**config.mk**
```make
export PLATFORM = sky130hd
export DESIGN_NAME = dmsdc_top
export DESIGN_NICKNAME = d
export VERILOG_FILES = /design/src/design/dmsdc_top.v /design/src/design/dmsdc_tick.v
export VERILOG_INCLUDE_DIRS = /design/src /design/src/design
export SDC_FILE = /design/constraint.sdc
export NUM_CORES = 2
export LEC_CHECK = 0
export CAP_MARGIN = 15
export CORE_MARGIN = 1
export CORE_UTILIZATION = 63
export DETAILED_ROUTE_END_ITERATION = 16
export DONT_BUFFER_PORTS = 1
export PLACE_DENSITY = 0.8
export SYNTH_ARGS = -nofsm -noshare
export SYNTH_HDL_FRONTEND = slang
export SYNTH_SLANG_ARGS = --single-unit
```
**constraint.sdc**
```tcl
create_clock -name clock -period 4.9 [get_ports clock]
set_input_delay 0.735 -clock clock [delete_from_list [all_inputs] [get_ports clock]]
set_output_delay 0.735 -clock clock [all_outputs]
set_load 0.05 [all_outputs]
```
**src/design/dmsdc_defs.vh**
```
/*
 Offsets, field positions, reset values and counts of the converter
 mode and sequencer fetch block.
 Assumes inclusion by bare name.
*/
`ifndef DMSDC_DEFS_VH
`define DMSDC_DEFS_VH

// ----------------------------------------------------------------
// Register byte addresses
// ----------------------------------------------------------------
`define DMSDC_A_MODE0 12'h18c
`define DMSDC_A_MODE1 12'h1bc
`define DMSDC_A_SEQCTL 12'h2e8
`define DMSDC_A_DMAADR 12'h2f0
`define DMSDC_A_DMALEN 12'h2f4
`define DMSDC_A_CNVCNT 12'h2f8
`define DMSDC_A_CNVPER 12'h2fc
`define DMSDC_A_FRMPER 12'h300
`define DMSDC_A_STATE 12'h304

// ----------------------------------------------------------------
// Field positions
// ----------------------------------------------------------------
`define DMSDC_B_MODE 0
`define DMSDC_B_MAN 1
`define DMSDC_B_DMARST 17
`define DMSDC_B_DMAEN 16
`define DMSDC_B_QCLR 8
`define DMSDC_B_CLKSRC 5
`define DMSDC_B_PRECLR 4
`define DMSDC_B_START 3
`define DMSDC_B_FRAME 2
`define DMSDC_B_OURST 1
`define DMSDC_B_OUEN 0

// ----------------------------------------------------------------
// Reset values and answers
// ----------------------------------------------------------------
`define DMSDC_RST32 32'h0000_0000
`define DMSDC_RST16 16'h0000
`define DMSDC_PER_RST 24'h0007d0
`define DMSDC_OKAY 2'b00
`define DMSDC_SLVERR 2'b10

// ----------------------------------------------------------------
// Timing and sizes
// ----------------------------------------------------------------
`define DMSDC_SETTLE_CYC 11'h7d0
`define DMSDC_QDEPTH 5'h10
`define DMSDC_ADDR_STEP 32'h0000_0004

`endif

```
**src/design/dmsdc_top.v**
```verilog
/*
 Converter mode selection, sequencer fetch engine, sequencer queue and
 conversion timing, reached by software over AXI4-Lite.
 Assumes memory answers each request with one ack or err pulse, and that
 all inputs but the conversion clock pin share clock.
*/
// Design decision made here: the AXI4-Lite interface to the registers.
`timescale 1ns/1ps
`default_nettype none
`include "dmsdc_defs.vh"

// How it works
// RULE_01 - Immediate style: update after channel data transfer
// RULE_02 - Controlled style: update all on global write
// RULE_03 - Manual mode: software-commanded updates, no periodic timing
// RULE_04 - Sequencer mode: periodic update at conversion rate
// RULE_05 - Mode selects whole converter, all four channels
// RULE_06 - Sequencer converters all convert at once
// RULE_07 - Each conversion refreshes all four channels
// RULE_08 - Normal mode: one block or continuous, software started
// RULE_09 - Frame mode: blocks started by recurring frame trigger
// RULE_10 - Values fetched by DMA into internal queue
// RULE_11 - Fetch reset bit resets engine, self-clears
// RULE_12 - Length write starts fetch only when enabled
// RULE_13 - Disable finishes current transfer before idle
// RULE_14 - Fetch error halts engine until disabled
// RULE_15 - Disabled fetch engine held in reset
// RULE_16 - Queue clear bit empties queue, self-clears
// RULE_17 - Normal block starts at next conversion clock
// RULE_18 - Frame block starts at next conversion clock
// RULE_19 - Early or unloaded trigger stops, flags error
// RULE_20 - Command bits and reserved bits read zero
module dmsdc_top (
    // Clock and reset
    input wire clock,
    input wire rst_n,
    // AXI4-Lite slave
    input wire [11:0] s_awaddr,
    input wire s_awvalid,
    output wire s_awready,
    input wire [31:0] s_wdata,
    input wire [3:0] s_wstrb,
    input wire s_wvalid,
    output wire s_wready,
    output reg [1:0] s_bresp,
    output reg s_bvalid,
    input wire s_bready,
    input wire [11:0] s_araddr,
    input wire s_arvalid,
    output wire s_arready,
    output reg [31:0] s_rdata,
    output reg [1:0] s_rresp,
    output reg s_rvalid,
    input wire s_rready,
    // Host memory read port
    output reg mem_req,
    output reg [31:0] mem_addr,
    input wire mem_ack,
    input wire mem_err,
    input wire [31:0] mem_rdata,
    // Conversion clock two pin
    input wire conv_clk2_pin,
    // Manual path events
    input wire [1:0] man_xfer_done,
    input wire glob_update,
    // Converter outputs
    output reg [1:0] dac_update,
    output reg [127:0] seq_data
);

    localparam [1:0] DMA_IDLE = 2'b00;
    localparam [1:0] DMA_RUN = 2'b01;
    localparam [1:0] DMA_ERR = 2'b10;
    localparam [10:0] SETTLE_CYC = `DMSDC_SETTLE_CYC;

    // ----------------------------------------------------------------
    // Registers
    // ----------------------------------------------------------------
    reg [1:0] mode0_r, mode1_r;
    reg dma_en_r, ou_en_r, ou_frame_r, clk_src_r;
    reg dma_rst_p, q_clr_p, ou_rst_p, pre_clr_p, start_p, len_wr_p;
    reg [31:0] dma_adr_r;
    reg [15:0] dma_len_r, cnv_cnt_r, dma_left_r, cnv_left_r;
    reg [23:0] cnv_per_r, frm_per_r;
    reg [1:0] dma_st_r;
    reg [4:0] q_wp_r, q_rp_r;
    reg [31:0] q_mem [0:15];
    reg [2:0] load_r;
    reg [127:0] hold_r;
    reg [10:0] settle_r;
    reg arm_r, run_r, ou_err_r;
    reg c2_s1_r, c2_s2_r, c2_s3_r;
    reg aw_full_r, w_full_r;
    reg [11:0] aw_addr_r;
    reg [31:0] w_data_r;
    reg [3:0] w_strb_r;
    integer i, j;

    wire [4:0] q_cnt = q_wp_r - q_rp_r;
    wire q_in_rdy = (q_cnt != `DMSDC_QDEPTH);
    wire q_out_val = (q_cnt != 5'h00);
    wire [1:0] seq_mask = {mode1_r[`DMSDC_B_MODE], mode0_r[`DMSDC_B_MODE]}; // RULE_05
    wire loaded = load_r[2];
    wire ou_clr = ou_rst_p | ~ou_en_r;
    wire int_tick, frm_tick;
    wire c2_tick = c2_s2_r & ~c2_s3_r;
    wire cnv_tick = ou_en_r & (clk_src_r ? c2_tick : int_tick);
    wire want_load = ou_en_r & ~ou_err_r & ~loaded;
    wire skip_word = ~seq_mask[load_r[1]];
    wire q_pop = want_load & ~skip_word & q_out_val;
    wire q_push = (dma_st_r == DMA_RUN) & mem_req & mem_ack & ~mem_err;
    wire conv_go = cnv_tick & (arm_r | run_r) & ~ou_err_r;
    wire conv_bad = ~loaded | (settle_r != 11'h000);
    wire [15:0] cur_left = arm_r ? cnv_cnt_r : cnv_left_r;

    // ----------------------------------------------------------------
    // Register access helpers
    // ----------------------------------------------------------------
    function [31:0] rmux;
        input [11:0] a;
        begin
            rmux = `DMSDC_RST32;
            if (a == `DMSDC_A_MODE0) begin
                rmux = {30'h0, mode0_r};
            end else if (a == `DMSDC_A_MODE1) begin
                rmux = {30'h0, mode1_r};
            end else if (a == `DMSDC_A_SEQCTL) begin
                rmux = {15'h0, dma_en_r, 10'h0, clk_src_r, 2'h0, ou_frame_r, 1'b0, ou_en_r}; // RULE_20
            end else if (a == `DMSDC_A_DMAADR) begin
                rmux = dma_adr_r;
            end else if (a == `DMSDC_A_DMALEN) begin
                rmux = {16'h0, dma_len_r};
            end else if (a == `DMSDC_A_CNVCNT) begin
                rmux = {16'h0, cnv_cnt_r};
            end else if (a == `DMSDC_A_CNVPER) begin
                rmux = {8'h0, cnv_per_r};
            end else if (a == `DMSDC_A_FRMPER) begin
                rmux = {8'h0, frm_per_r};
            end else if (a == `DMSDC_A_STATE) begin
                rmux = {19'h0, q_cnt, 3'h0, arm_r | run_r, ou_err_r, loaded,
                        dma_st_r == DMA_ERR, dma_st_r == DMA_RUN};
            end
        end
    endfunction

    function mapped;
        input [11:0] a;
        begin
            mapped = (a == `DMSDC_A_MODE0) || (a == `DMSDC_A_MODE1) ||
                     (a == `DMSDC_A_SEQCTL) || (a == `DMSDC_A_DMAADR) ||
                     (a == `DMSDC_A_DMALEN) || (a == `DMSDC_A_CNVCNT) ||
                     (a == `DMSDC_A_CNVPER) || (a == `DMSDC_A_FRMPER) ||
                     (a == `DMSDC_A_STATE);
        end
    endfunction

    function [31:0] merge;
        input [31:0] old;
        input [31:0] nw;
        input [3:0] strb;
        integer b;
        begin
            merge = old;
            for (b = 0; b < 4; b = b + 1) begin
                if (strb[b]) begin
                    merge[b*8 +: 8] = nw[b*8 +: 8];
                end
            end
        end
    endfunction

    // ----------------------------------------------------------------
    // AXI4-Lite slave
    // ----------------------------------------------------------------
    // Address and data arrive in either order; the answer waits for both.
    assign s_awready = ~aw_full_r;
    assign s_wready = ~w_full_r;
    assign s_arready = ~s_rvalid;
    wire wr_fire = aw_full_r & w_full_r & ~s_bvalid;
    wire [31:0] wv = merge(rmux(aw_addr_r), w_data_r, w_strb_r);

    always @(posedge clock or negedge rst_n) begin
        if (!rst_n) begin
            aw_full_r <= 1'b0;
            w_full_r <= 1'b0;
            aw_addr_r <= 12'h000;
            w_data_r <= `DMSDC_RST32;
            w_strb_r <= 4'h0;
            s_bvalid <= 1'b0;
            s_bresp <= `DMSDC_OKAY;
            s_rvalid <= 1'b0;
            s_rresp <= `DMSDC_OKAY;
            s_rdata <= `DMSDC_RST32;
        end else begin
            if (s_awvalid && !aw_full_r) begin
                aw_full_r <= 1'b1;
                aw_addr_r <= s_awaddr;
            end
            if (s_wvalid && !w_full_r) begin
                w_full_r <= 1'b1;
                w_data_r <= s_wdata;
                w_strb_r <= s_wstrb;
            end
            if (wr_fire) begin
                aw_full_r <= 1'b0;
                w_full_r <= 1'b0;
                s_bvalid <= 1'b1;
                s_bresp <= mapped(aw_addr_r) ? `DMSDC_OKAY : `DMSDC_SLVERR;
            end else if (s_bready) begin
                s_bvalid <= 1'b0;
            end
            if (s_arvalid && !s_rvalid) begin
                s_rvalid <= 1'b1;
                s_rdata <= rmux(s_araddr);
                s_rresp <= mapped(s_araddr) ? `DMSDC_OKAY : `DMSDC_SLVERR;
            end else if (s_rready) begin
                s_rvalid <= 1'b0;
            end
        end
    end

    // Control register writes; command bits live one cycle only.
    always @(posedge clock or negedge rst_n) begin
        if (!rst_n) begin
            mode0_r <= 2'b00;
            mode1_r <= 2'b00;
            dma_en_r <= 1'b0;
            ou_en_r <= 1'b0;
            ou_frame_r <= 1'b0;
            clk_src_r <= 1'b0;
            dma_rst_p <= 1'b0;
            q_clr_p <= 1'b0;
            ou_rst_p <= 1'b0;
            pre_clr_p <= 1'b0;
            start_p <= 1'b0;
            len_wr_p <= 1'b0;
            dma_adr_r <= `DMSDC_RST32;
            dma_len_r <= `DMSDC_RST16;
            cnv_cnt_r <= `DMSDC_RST16;
            cnv_per_r <= `DMSDC_PER_RST;
            frm_per_r <= `DMSDC_PER_RST;
        end else begin
            dma_rst_p <= 1'b0; // RULE_11
            q_clr_p <= 1'b0; // RULE_16
            ou_rst_p <= 1'b0;
            pre_clr_p <= 1'b0;
            start_p <= 1'b0;
            len_wr_p <= 1'b0;
            if (wr_fire) begin
                if (aw_addr_r == `DMSDC_A_MODE0) begin
                    mode0_r <= wv[1:0];
                end else if (aw_addr_r == `DMSDC_A_MODE1) begin
                    mode1_r <= wv[1:0];
                end else if (aw_addr_r == `DMSDC_A_SEQCTL) begin
                    dma_en_r <= wv[`DMSDC_B_DMAEN];
                    dma_rst_p <= wv[`DMSDC_B_DMARST]; // RULE_11
                    q_clr_p <= wv[`DMSDC_B_QCLR]; // RULE_16
                    clk_src_r <= wv[`DMSDC_B_CLKSRC];
                    pre_clr_p <= wv[`DMSDC_B_PRECLR];
                    start_p <= wv[`DMSDC_B_START];
                    ou_frame_r <= wv[`DMSDC_B_FRAME];
                    ou_rst_p <= wv[`DMSDC_B_OURST];
                    ou_en_r <= wv[`DMSDC_B_OUEN];
                end else if (aw_addr_r == `DMSDC_A_DMAADR) begin
                    dma_adr_r <= wv;
                end else if (aw_addr_r == `DMSDC_A_DMALEN) begin
                    dma_len_r <= wv[15:0];
                    len_wr_p <= 1'b1;
                end else if (aw_addr_r == `DMSDC_A_CNVCNT) begin
                    cnv_cnt_r <= wv[15:0];
                end else if (aw_addr_r == `DMSDC_A_CNVPER) begin
                    cnv_per_r <= wv[23:0];
                end else if (aw_addr_r == `DMSDC_A_FRMPER) begin
                    frm_per_r <= wv[23:0];
                end
            end
        end
    end

    // ----------------------------------------------------------------
    // Fetch engine
    // ----------------------------------------------------------------
    // A request is raised only while the queue has room, so a returned
    // word is never dropped.
    always @(posedge clock or negedge rst_n) begin
        if (!rst_n) begin
            dma_st_r <= DMA_IDLE;
            mem_req <= 1'b0;
            mem_addr <= `DMSDC_RST32;
            dma_left_r <= `DMSDC_RST16;
        end else if (dma_rst_p) begin
            dma_st_r <= DMA_IDLE; // RULE_11
            mem_req <= 1'b0;
        end else begin
            case (dma_st_r)
                DMA_IDLE: begin
                    if (len_wr_p && dma_en_r && dma_len_r != `DMSDC_RST16) begin
                        dma_st_r <= DMA_RUN; // RULE_12
                        mem_addr <= dma_adr_r;
                        dma_left_r <= dma_len_r;
                    end
                end
                DMA_RUN: begin
                    if (mem_req) begin
                        if (mem_err) begin
                            mem_req <= 1'b0;
                            dma_st_r <= DMA_ERR; // RULE_14
                        end else if (mem_ack) begin
                            mem_req <= 1'b0;
                            mem_addr <= mem_addr + `DMSDC_ADDR_STEP; // RULE_10
                            dma_left_r <= dma_left_r - 16'h0001;
                            if (dma_left_r == 16'h0001 || !dma_en_r) begin
                                dma_st_r <= DMA_IDLE; // RULE_13
                            end
                        end
                    end else if (!dma_en_r) begin
                        dma_st_r <= DMA_IDLE; // RULE_15
                    end else if (q_in_rdy) begin
                        mem_req <= 1'b1;
                    end
                end
                DMA_ERR: begin
                    if (!dma_en_r) begin
                        dma_st_r <= DMA_IDLE; // RULE_15
                    end
                end
                default: begin
                    dma_st_r <= DMA_IDLE;
                end
            endcase
        end
    end

    // ----------------------------------------------------------------
    // Sequencer queue
    // ----------------------------------------------------------------
    always @(posedge clock or negedge rst_n) begin
        if (!rst_n) begin
            q_wp_r <= 5'h00;
            q_rp_r <= 5'h00;
            for (i = 0; i < 16; i = i + 1) begin
                q_mem[i] <= `DMSDC_RST32;
            end
        end else if (q_clr_p) begin
            q_wp_r <= 5'h00; // RULE_16
            q_rp_r <= 5'h00;
        end else begin
            if (q_push) begin
                q_mem[q_wp_r[3:0]] <= mem_rdata; // RULE_10
                q_wp_r <= q_wp_r + 5'h01;
            end
            if (q_pop) begin
                q_rp_r <= q_rp_r + 5'h01;
            end
        end
    end

    // ----------------------------------------------------------------
    // Conversion timing
    // ----------------------------------------------------------------
    dmsdc_tick u_cnv_tick (
        .clock(clock),
        .rst_n(rst_n),
        .clr(ou_clr),
        .period(cnv_per_r),
        .tick(int_tick)
    );

    dmsdc_tick u_frm_tick (
        .clock(clock),
        .rst_n(rst_n),
        .clr(ou_clr | ~ou_frame_r),
        .period(frm_per_r),
        .tick(frm_tick)
    );

    always @(posedge clock or negedge rst_n) begin
        if (!rst_n) begin
            c2_s1_r <= 1'b0;
            c2_s2_r <= 1'b0;
            c2_s3_r <= 1'b0;
        end else begin
            c2_s1_r <= conv_clk2_pin;
            c2_s2_r <= c2_s1_r;
            c2_s3_r <= c2_s2_r;
        end
    end

    // Pre-load walks four words: converter in bit 1, channel pair in bit 0.
    // Words of a converter left in manual mode are skipped.
    always @(posedge clock or negedge rst_n) begin
        if (!rst_n) begin
            load_r <= 3'b000;
            hold_r <= {4{`DMSDC_RST32}};
            settle_r <= 11'h000;
            arm_r <= 1'b0;
            run_r <= 1'b0;
            ou_err_r <= 1'b0;
            cnv_left_r <= `DMSDC_RST16;
            seq_data <= {4{`DMSDC_RST32}};
        end else if (ou_clr) begin
            load_r <= 3'b000;
            settle_r <= 11'h000;
            arm_r <= 1'b0;
            run_r <= 1'b0;
            ou_err_r <= 1'b0;
        end else begin
            if (settle_r != 11'h000) begin
                settle_r <= settle_r - 11'h001;
            end
            if (pre_clr_p) begin
                load_r <= 3'b000;
            end else if (want_load && (skip_word || q_out_val)) begin
                load_r <= load_r + 3'b001;
                if (!skip_word) begin
                    hold_r[load_r[1:0]*32 +: 32] <= q_mem[q_rp_r[3:0]];
                end
            end
            if (conv_go) begin
                arm_r <= 1'b0;
                if (conv_bad) begin
                    ou_err_r <= 1'b1; // RULE_19
                    run_r <= 1'b0;
                end else begin
                    seq_data <= hold_r; // RULE_07
                    load_r <= 3'b000;
                    settle_r <= SETTLE_CYC - 11'h001;
                    run_r <= (cur_left != 16'h0001); // RULE_08
                    if (cur_left != `DMSDC_RST16) begin
                        cnv_left_r <= cur_left - 16'h0001;
                    end else begin
                        cnv_left_r <= `DMSDC_RST16;
                    end
                end
            end
            if (start_p && !ou_frame_r) begin
                arm_r <= 1'b1; // RULE_08 RULE_17
            end
            if (frm_tick && ou_frame_r) begin
                arm_r <= 1'b1; // RULE_09 RULE_18
            end
        end
    end

    // ----------------------------------------------------------------
    // Converter update strobes
    // ----------------------------------------------------------------
    // One shared strobe keeps sequencer converters from drifting apart.
    wire seq_fire = conv_go & ~conv_bad & ~ou_clr;

    always @(posedge clock or negedge rst_n) begin
        if (!rst_n) begin
            dac_update <= 2'b00;
        end else begin
            for (j = 0; j < 2; j = j + 1) begin
                if (seq_mask[j]) begin
                    dac_update[j] <= seq_fire; // RULE_04 RULE_06
                end else if (j == 0 ? mode0_r[`DMSDC_B_MAN] : mode1_r[`DMSDC_B_MAN]) begin
                    dac_update[j] <= glob_update; // RULE_02 RULE_03
                end else begin
                    dac_update[j] <= man_xfer_done[j]; // RULE_01 RULE_03
                end
            end
        end
    end

endmodule
`default_nettype wire

```
**src/design/dmsdc_tick.v**
```verilog
/*
 Periodic one-cycle enable pulse from a programmable cycle count.
 Assumes the period input is steady while the divider runs.
*/
`timescale 1ns/1ps
`default_nettype none

module dmsdc_tick (
    // Clock and reset
    input wire clock,
    input wire rst_n,
    // Control
    input wire clr,
    input wire [23:0] period,
    // Pulse
    output reg tick
);

    reg [23:0] cnt_r;
    wire last = ((cnt_r + 24'h000001) >= period);

    always @(posedge clock or negedge rst_n) begin
        if (!rst_n) begin
            cnt_r <= 24'h000000;
            tick <= 1'b0;
        end else if (clr) begin
            cnt_r <= 24'h000000;
            tick <= 1'b0;
        end else begin
            tick <= last;
            cnt_r <= last ? 24'h000000 : cnt_r + 24'h000001;
        end
    end

endmodule
`default_nettype wire

```
# [Word-level counts from Yosys, hierarchy flattened]
# Index checks and enable logic that the tools add are counted.
[totals] register_bits=1131 latch_bits=0 ram_bits=0 rom_bits=0 in_bits=105 output_inout_bits=204 wordCells=349 mem_count=0
[classes] n_addsub=11 mul=0 n_div=0 order_cmp=6 n_eq_ne=31 shift=2 mux=126 bitwise_logic=44 n_reduce_logical=63
[ops] op="$bwmux 512" count=1
[ops] op="$mux 32" count=15
[ops] op="$mux 24" count=11
[ops] op="$eq 12x10->1 const B" count=14
[ops] op="$bmux 32 s4" count=1
[ops] op="$bwmux 128" count=1
[ops] op="$demux 32 s4" count=1
[ops] op="$shift 32x34->128 const A" count=1
[ops] op="$shiftx 32x34->128" count=1
[ops] op="$mux 16" count=6
[ops] op="$pmux 32 s2" count=1
[ops] op="$mux 1" count=60
[ops] op="$add 24x1->24 const B" count=2
[ops] op="$eq 12x9->1 const B" count=4
[ops] op="$ge 24x24->1" count=2
[ops] op="$mux 11" count=4
[ops] op="$neg 7->34" count=1
[ops] op="$add 32x3->32 const B" count=1
[ops] op="$mux 8" count=4
[ops] op="$pmux 16 s2" count=1
[ops] op="$reduce_bool 16->1" count=2
[ops] op="$sub 16x1->16 const B" count=2
[ops] op="$not 1->1" count=23
[ops] op="$mux 5" count=4
[ops] op="38 further kinds" count=120

# [Depth between registers and ports, before layout]
[depth] ltp_word=13 depth_mapped=15 depth_no_buf=14

# [Modules after synthesis]
# From an unflattened synthesis, not the netlist that was laid out.
[unflattened] cells_unflattened=4491 hier_area_um2=52228.8
[modules_own_cells] mod="dmsdc_top" instances=1 cells_each=4095 area_per_inst_um2=48430.2 seq_area_each_um2=27015.9
[modules_own_cells] mod="dmsdc_tick" instances=2 cells_each=198 area_per_inst_um2=1899.3 seq_area_each_um2=625.6

# [Least setup slack after synthesis]
# Ideal clock, no wire load.
[synth_timing] path_kind="register to register" from="register arm_r" to="register cnv_left_r[14]" setup_time_ns=0.071 arrival_time_ns=3.387 required_time_ns=4.829 slack_ns=1.442 stages_incl_launch_ff=14 path_buffers=4 synth_period_minus_slack_ns=3.458 cell_sequence="dfrtp_1 -> clkbuf_1 -> buf_2 -> buf_1 -> clkbuf_1 -> mux2i_1 -> ha_1 -> nor4b_1 -> a22oi_1 -> or2_2 -> nor3_1 -> xor2_1 -> nand4_1 -> nand4_1"
[synth_between] elab_chain_cells=4 elab_cells_between_ends=8 cone_classes="1 x add/sub; 2 x mux; 3 x bitwise; 2 x reduce/logical"
[synth_lines] item="from (decl)" line="dmsdc_top.v:91" source="reg arm_r, run_r, ou_err_r;"
[synth_lines] item="from (signal assigned)" line="dmsdc_top.v:396" source="arm_r <= 1'b0;"
[synth_lines] item="from (signal assigned)" line="dmsdc_top.v:404" source="arm_r <= 1'b0;"
[synth_lines] item="from (signal assigned)" line="dmsdc_top.v:420" source="arm_r <= 1'b0;"
[synth_lines] item="branches (longest 4 deep; another with $sub 16x1->16)"
[synth_lines] item="to (signal assigned)" line="dmsdc_top.v:399" source="cnv_left_r <= `DMSDC_RST16;"
[synth_lines] item="to (signal assigned)" line="dmsdc_top.v:430" source="cnv_left_r <= cur_left - 16'h0001;"
[synth_lines] item="to (signal assigned)" line="dmsdc_top.v:432" source="cnv_left_r <= `DMSDC_RST16;"
[synth_lines] item="to (decl)" line="dmsdc_top.v:83" source="reg [15:0] dma_len_r, cnv_cnt_r, dma_left_r, cnv_left_r;"
# Several ways; the timed one is not identified.
# A chain may end at the register's enable or synchronous reset.

# [Final worst setup path]
[layout_timing] from="register aw_addr_r[3]" to="register cnv_cnt_r[8]"
[layout_between] elab_chain_cells=9 elab_cells_between_ends=21 cone_classes="7 x eq/ne; 8 x mux; 5 x bitwise; 1 x reduce/logical"
[layout_lines] item="from (decl)" line="dmsdc_top.v:94" source="reg [11:0] aw_addr_r;"
[layout_lines] item="from (signal assigned)" line="dmsdc_top.v:197" source="aw_addr_r <= s_awaddr;"
[layout_lines] item="$eq 12x10->1 (no line)"
[layout_lines] item="$mux 24" line="dmsdc_top.v:135" source="end else if (a == `DMSDC_A_CNVPER) begin"
[layout_lines] item="$mux 24" line="dmsdc_top.v:133" source="end else if (a == `DMSDC_A_CNVCNT) begin"
[layout_lines] item="$mux 24" line="dmsdc_top.v:131" source="end else if (a == `DMSDC_A_DMALEN) begin"
[layout_lines] item="$mux 32" line="dmsdc_top.v:129" source="end else if (a == `DMSDC_A_DMAADR) begin"
[layout_lines] item="$mux 32" line="dmsdc_top.v:127" source="end else if (a == `DMSDC_A_SEQCTL) begin"
[layout_lines] item="$mux 32" line="dmsdc_top.v:125" source="end else if (a == `DMSDC_A_MODE1) begin"
[layout_lines] item="$mux 32" line="dmsdc_top.v:123" source="if (a == `DMSDC_A_MODE0) begin"
[layout_lines] item="$mux 8" line="dmsdc_top.v:165" source="if (strb[b]) begin"
[layout_lines] item="to (signal assigned)" line="dmsdc_top.v:239" source="cnv_cnt_r <= `DMSDC_RST16;"
[layout_lines] item="to (signal assigned)" line="dmsdc_top.v:270" source="cnv_cnt_r <= wv[15:0];"
[layout_lines] item="to (decl)" line="dmsdc_top.v:83"
# Several ways; a longest one is shown, not always the timed one. The select of a mux whose other input is x is not followed.

==> summary.txt <==
Clock tree
  – CTS root buf: clkbuf_16
  – Worst-path clk slew: about 0.06 ns
  – Cts bufs inserted: between 100 and 150
  – Clock Tree Buf Depth: 3
  – CTS tree: built
  – Postcts setup bufs: 0
  – Worst-Skew Late Latency: 0.71 ns
  – Clock Sink Count: between 1000 and 1500
  – # H-tree levels: 3
  – Resize count post-CTS: 0

STA
  – Fin Hold WS: -0.0191 ns
  – Worst Tran Pin Value: between 1 and 1.5 ns
  – RSZ-0062 raised after global routing: no
  – Relative slew slack: 16.4%
  – Fmax achieved: roughly 250 MHz
  – Count of final hold-check violations: 25
  – Final min period: approximately 4 ns
  – Setup_tns: 0 ns
  – Worst clock skew: about 0.044 ns
  – Pins over their slew limit: 0
  – Setup violators final: 0
  – Tcrit/Tclk final: 80.2%

Global route
  – GRT Total Usage: between 30% and 40%
  – First-pass GRT wire length: around 210000 um
  – Grt total ovfl: 0
  – Number of antenna violations at the first check in global routing: 7
  – Vias in the first global route: roughly 35000
  – Largest net degree at the start of global routing: 1130

Routing
  – Via/cell ratio: between 6 and 7
  – Top sig layer: met5
  – Final antenna-violating net count: 0
  – Detailed Routing Iterations Pass 1: 7
  – Vias: between 30000 and 40000
  – WL met3: 13400 um
  – Routed len/inst: 26.1 um
  – Routed Wire Length: approximately 140000 um
  – Remaining DRCs: 0
  – Starting DRT DRC Count: about 4000
  – Metal2 WL: 63900 um
  – Met1 WL: approximately 58000 um

Worst setup path
  – Critical-path cell list: or4b_1 -> nor2_1 -> nand2_1 -> nand2_1 -> buf_4 -> nor2_1 -> a21boi_1 -> o21ai_0
  – Critical path startpoint: aw_addr_r[3]
  – R2R Setup Slk: 0.97 ns
  – Worst R2R Start: aw_addr_r[3]
  – Largest stage delay on the critical path: 1.05 ns
  – CP Max Fanout: 26
  – Crit path DAT: around 4.4 ns
  – Crit-path slowest cell: dfrtp_1
  – CP delay by family, top: simple AND/OR/NAND/NOR gates
  – Req. time, crit path: 5.41 ns
  – Startpoint types: flop
  – Worst Setup End Kind: flop
  – Buffers and inverters on the worst path: 1
  – Crit Path Category: flop to flop

Outcome
  – Failing checks: negative hold slack
  – Status: finished, violations left

Die
  – Die height: 289 um
  – IO Pins: 309
  – Die Wd: 289 um
  – Cell Rows: about 100
  – Initial Util: 64.0%
  – Die area: 83400 sq um
  – Core Box Area: 80900 sq um

Placement
  – HPWL after DPL: between 80000 and 90000 um
  – Number of port buffers: 0
  – Gpl congestion: 1.01

Cells and area
  – Commonest cells after routing, fill and taps aside: dfrtp_1, nand2_1, mux2_2
  – Nets: approximately 4400
  – Synth-to-Final Area Change: 9.22%
  – Share of cells above drive strength 1: 23.4%
  – Commonest non-fill, non-tap cell in the layout: dfrtp_1

Pwr
  – Worst VDD drop: approximately 0.38 mV
  – Pwr Density: ~360 nW/um^2
  – Final Power: 20.2 mW
  – Static leakage: between 20 and 30 nW

Synthesis
  – Yosys warns: 0
  – Mapped Cells: between 4000 and 5000
  – Most used DFF post-synth: dfrtp_1
  – Post-synth EDFFs: 0
  – Ys async rst share: between 90% and 100%
  – Post-Syn Area per Cell: 11.9 sq um
  – Register bit total from synthesis: between 1000 and 1500
  – Netlist Area Pre-Place: 51800 sq um
  – Seq/Total Area, Yosys: 54.6%
  – Number of distinct library cells after synthesis: between 80 and 90

Hold path
  – HP Class: input port to async pin

Flow run
  – Max cap viols: 0
report_power, final:
part           switching [mW]  total [mW]  internal (mW)
sequential              0.470        10.0           9.56
combinational           0.858        1.32          0.458
clock                    3.70        8.87           5.17
cells by family (layout without fill, tap and decap cells):
group | after synthesis | count (layout) | share of synthesized area, %
other | 1 | 8 | 0.00724
adders and majority gates | 72 | 72 | 1.75
and+or+nand+nor | 1171 | 1171 | 10.1
DFF | 1129 | 1129 | 54.6
muxes | 764 | 764 | 20.0
xor gates and xnor gates | 75 | 75 | 1.27
buffers and inverters | 375 | 347 | 2.90
AOI/OAI and AO/OA | 750 | 750 | 9.36
registers in the layout (all words and copies together), names as in the netlist, 3 cells and up:
register and cells:
cnv_cnt_r 16, dma_len_r 16, settle_r 11, q_rp_r 5, w_data_r 32, seq_data 128
s_rdata 32, u_frm_tick.cnt_r 24, dma_left_r 16, cnv_left_r 16, mem_addr 32, w_strb_r 4
aw_addr_r 12, u_cnv_tick.cnt_r 24, cnv_per_r 24, q_wp_r 5, hold_r 128, load_r 3
frm_per_r 24, dma_adr_r 32, q_mem 512
through the flow:
stage | setup WS (ns) | std cells | util, % | hold WS [ns] | cell area [sq um]
global route | 0.879 | 5373 | 69.9 | 0.00865 | 56600
floorplan | 1.44 | 4338 | - | 0.331 | 51800
finish | 0.968 | 5376 | 69.9 | -0.0191 | 56600
CTS | 1.20 | 5364 | 69.7 | -0.191 | 56400
global placement | 1.16 | 5163 | 64.9 | 0.338 | 52600
detailed placement | 1.25 | 5163 | 64.9 | 0.351 | 52600
metal layers:
metal  GRT usage [%]  vias to the layer above
li1                -                    15300
met2            50.4                     1780
met1            49.2                    18400
met4            12.9                        2
met5               0                        -
met3            7.17                      313
synth_stat cells (all sizes together), types with 5 or more instances:
cell type	number	share of area, %
nand2	662	4.8
buf	97	0.88
o22a	10	0.17
o21ai	224	2.2
and3	17	0.21
nand3	69	0.67
a221oi	11	0.19
a22oi	41	0.59
mux2i	28	0.54
a21o	23	0.33
dfstp	12	0.61
nor2	149	1.1
xor2	28	0.47
or3	12	0.14
clkbuf	192	1.4
a31oi	11	0.13
nor3b	10	0.14
a211oi	6	0.087
nor4	25	0.38
xnor2	47	0.79
nand2b	16	0.19
ha	71	1.7
nor4b	7	0.13
a21boi	7	0.10
a21oi	180	1.7
dfrtp	1117	54
o22ai	30	0.36
nand4	32	0.39
mux2	576	13
inv	86	0.62
and2	12	0.14
nor2b	58	0.70
nor3	68	0.67
a222oi	5	0.097
a22o	147	2.5
or4	5	0.080
or2	14	0.17
a32oi	5	0.085
mux4	160	7.0
o21a	8	0.12
o32ai	7	0.12
path summary, 6_finish.rpt:
check | end | cells after the start
max reg2reg | cnv_cnt_r[8] | 8
min | w_data_r[13] | 1
max in group asynchronous | q_mem[208] | 3
min in group clock | c2_s1_r | 0
min reg2reg | c2_s2_r | 0
max | cnv_cnt_r[8] | 8
worst register-to-register path, stage by stage, from the launching register on:
cell and delay, ns:
dfrtp_1 1.05, or4b_1 0.57, nor2_1 0.45, nand2_1 0.27
nand2_1 0.26, buf_4 0.26, nor2_1 0.24, a21boi_1 0.50
o21ai_0 0.16
area by class of cell:
type / count / area, sq um
fillers: 5587 / 24300
repair buffers: 60 / 608
multi-input cells: 2834 / 22200
inverters: 86 / 323
flip-flops and latches: 1129 / 28300
diodes: 6 / 15.0
well taps: 1060 / 1330
clock inverters: 37 / 569
clock buffers: 164 / 3280
No activity file was read; power rests on OpenSTA's default activity.
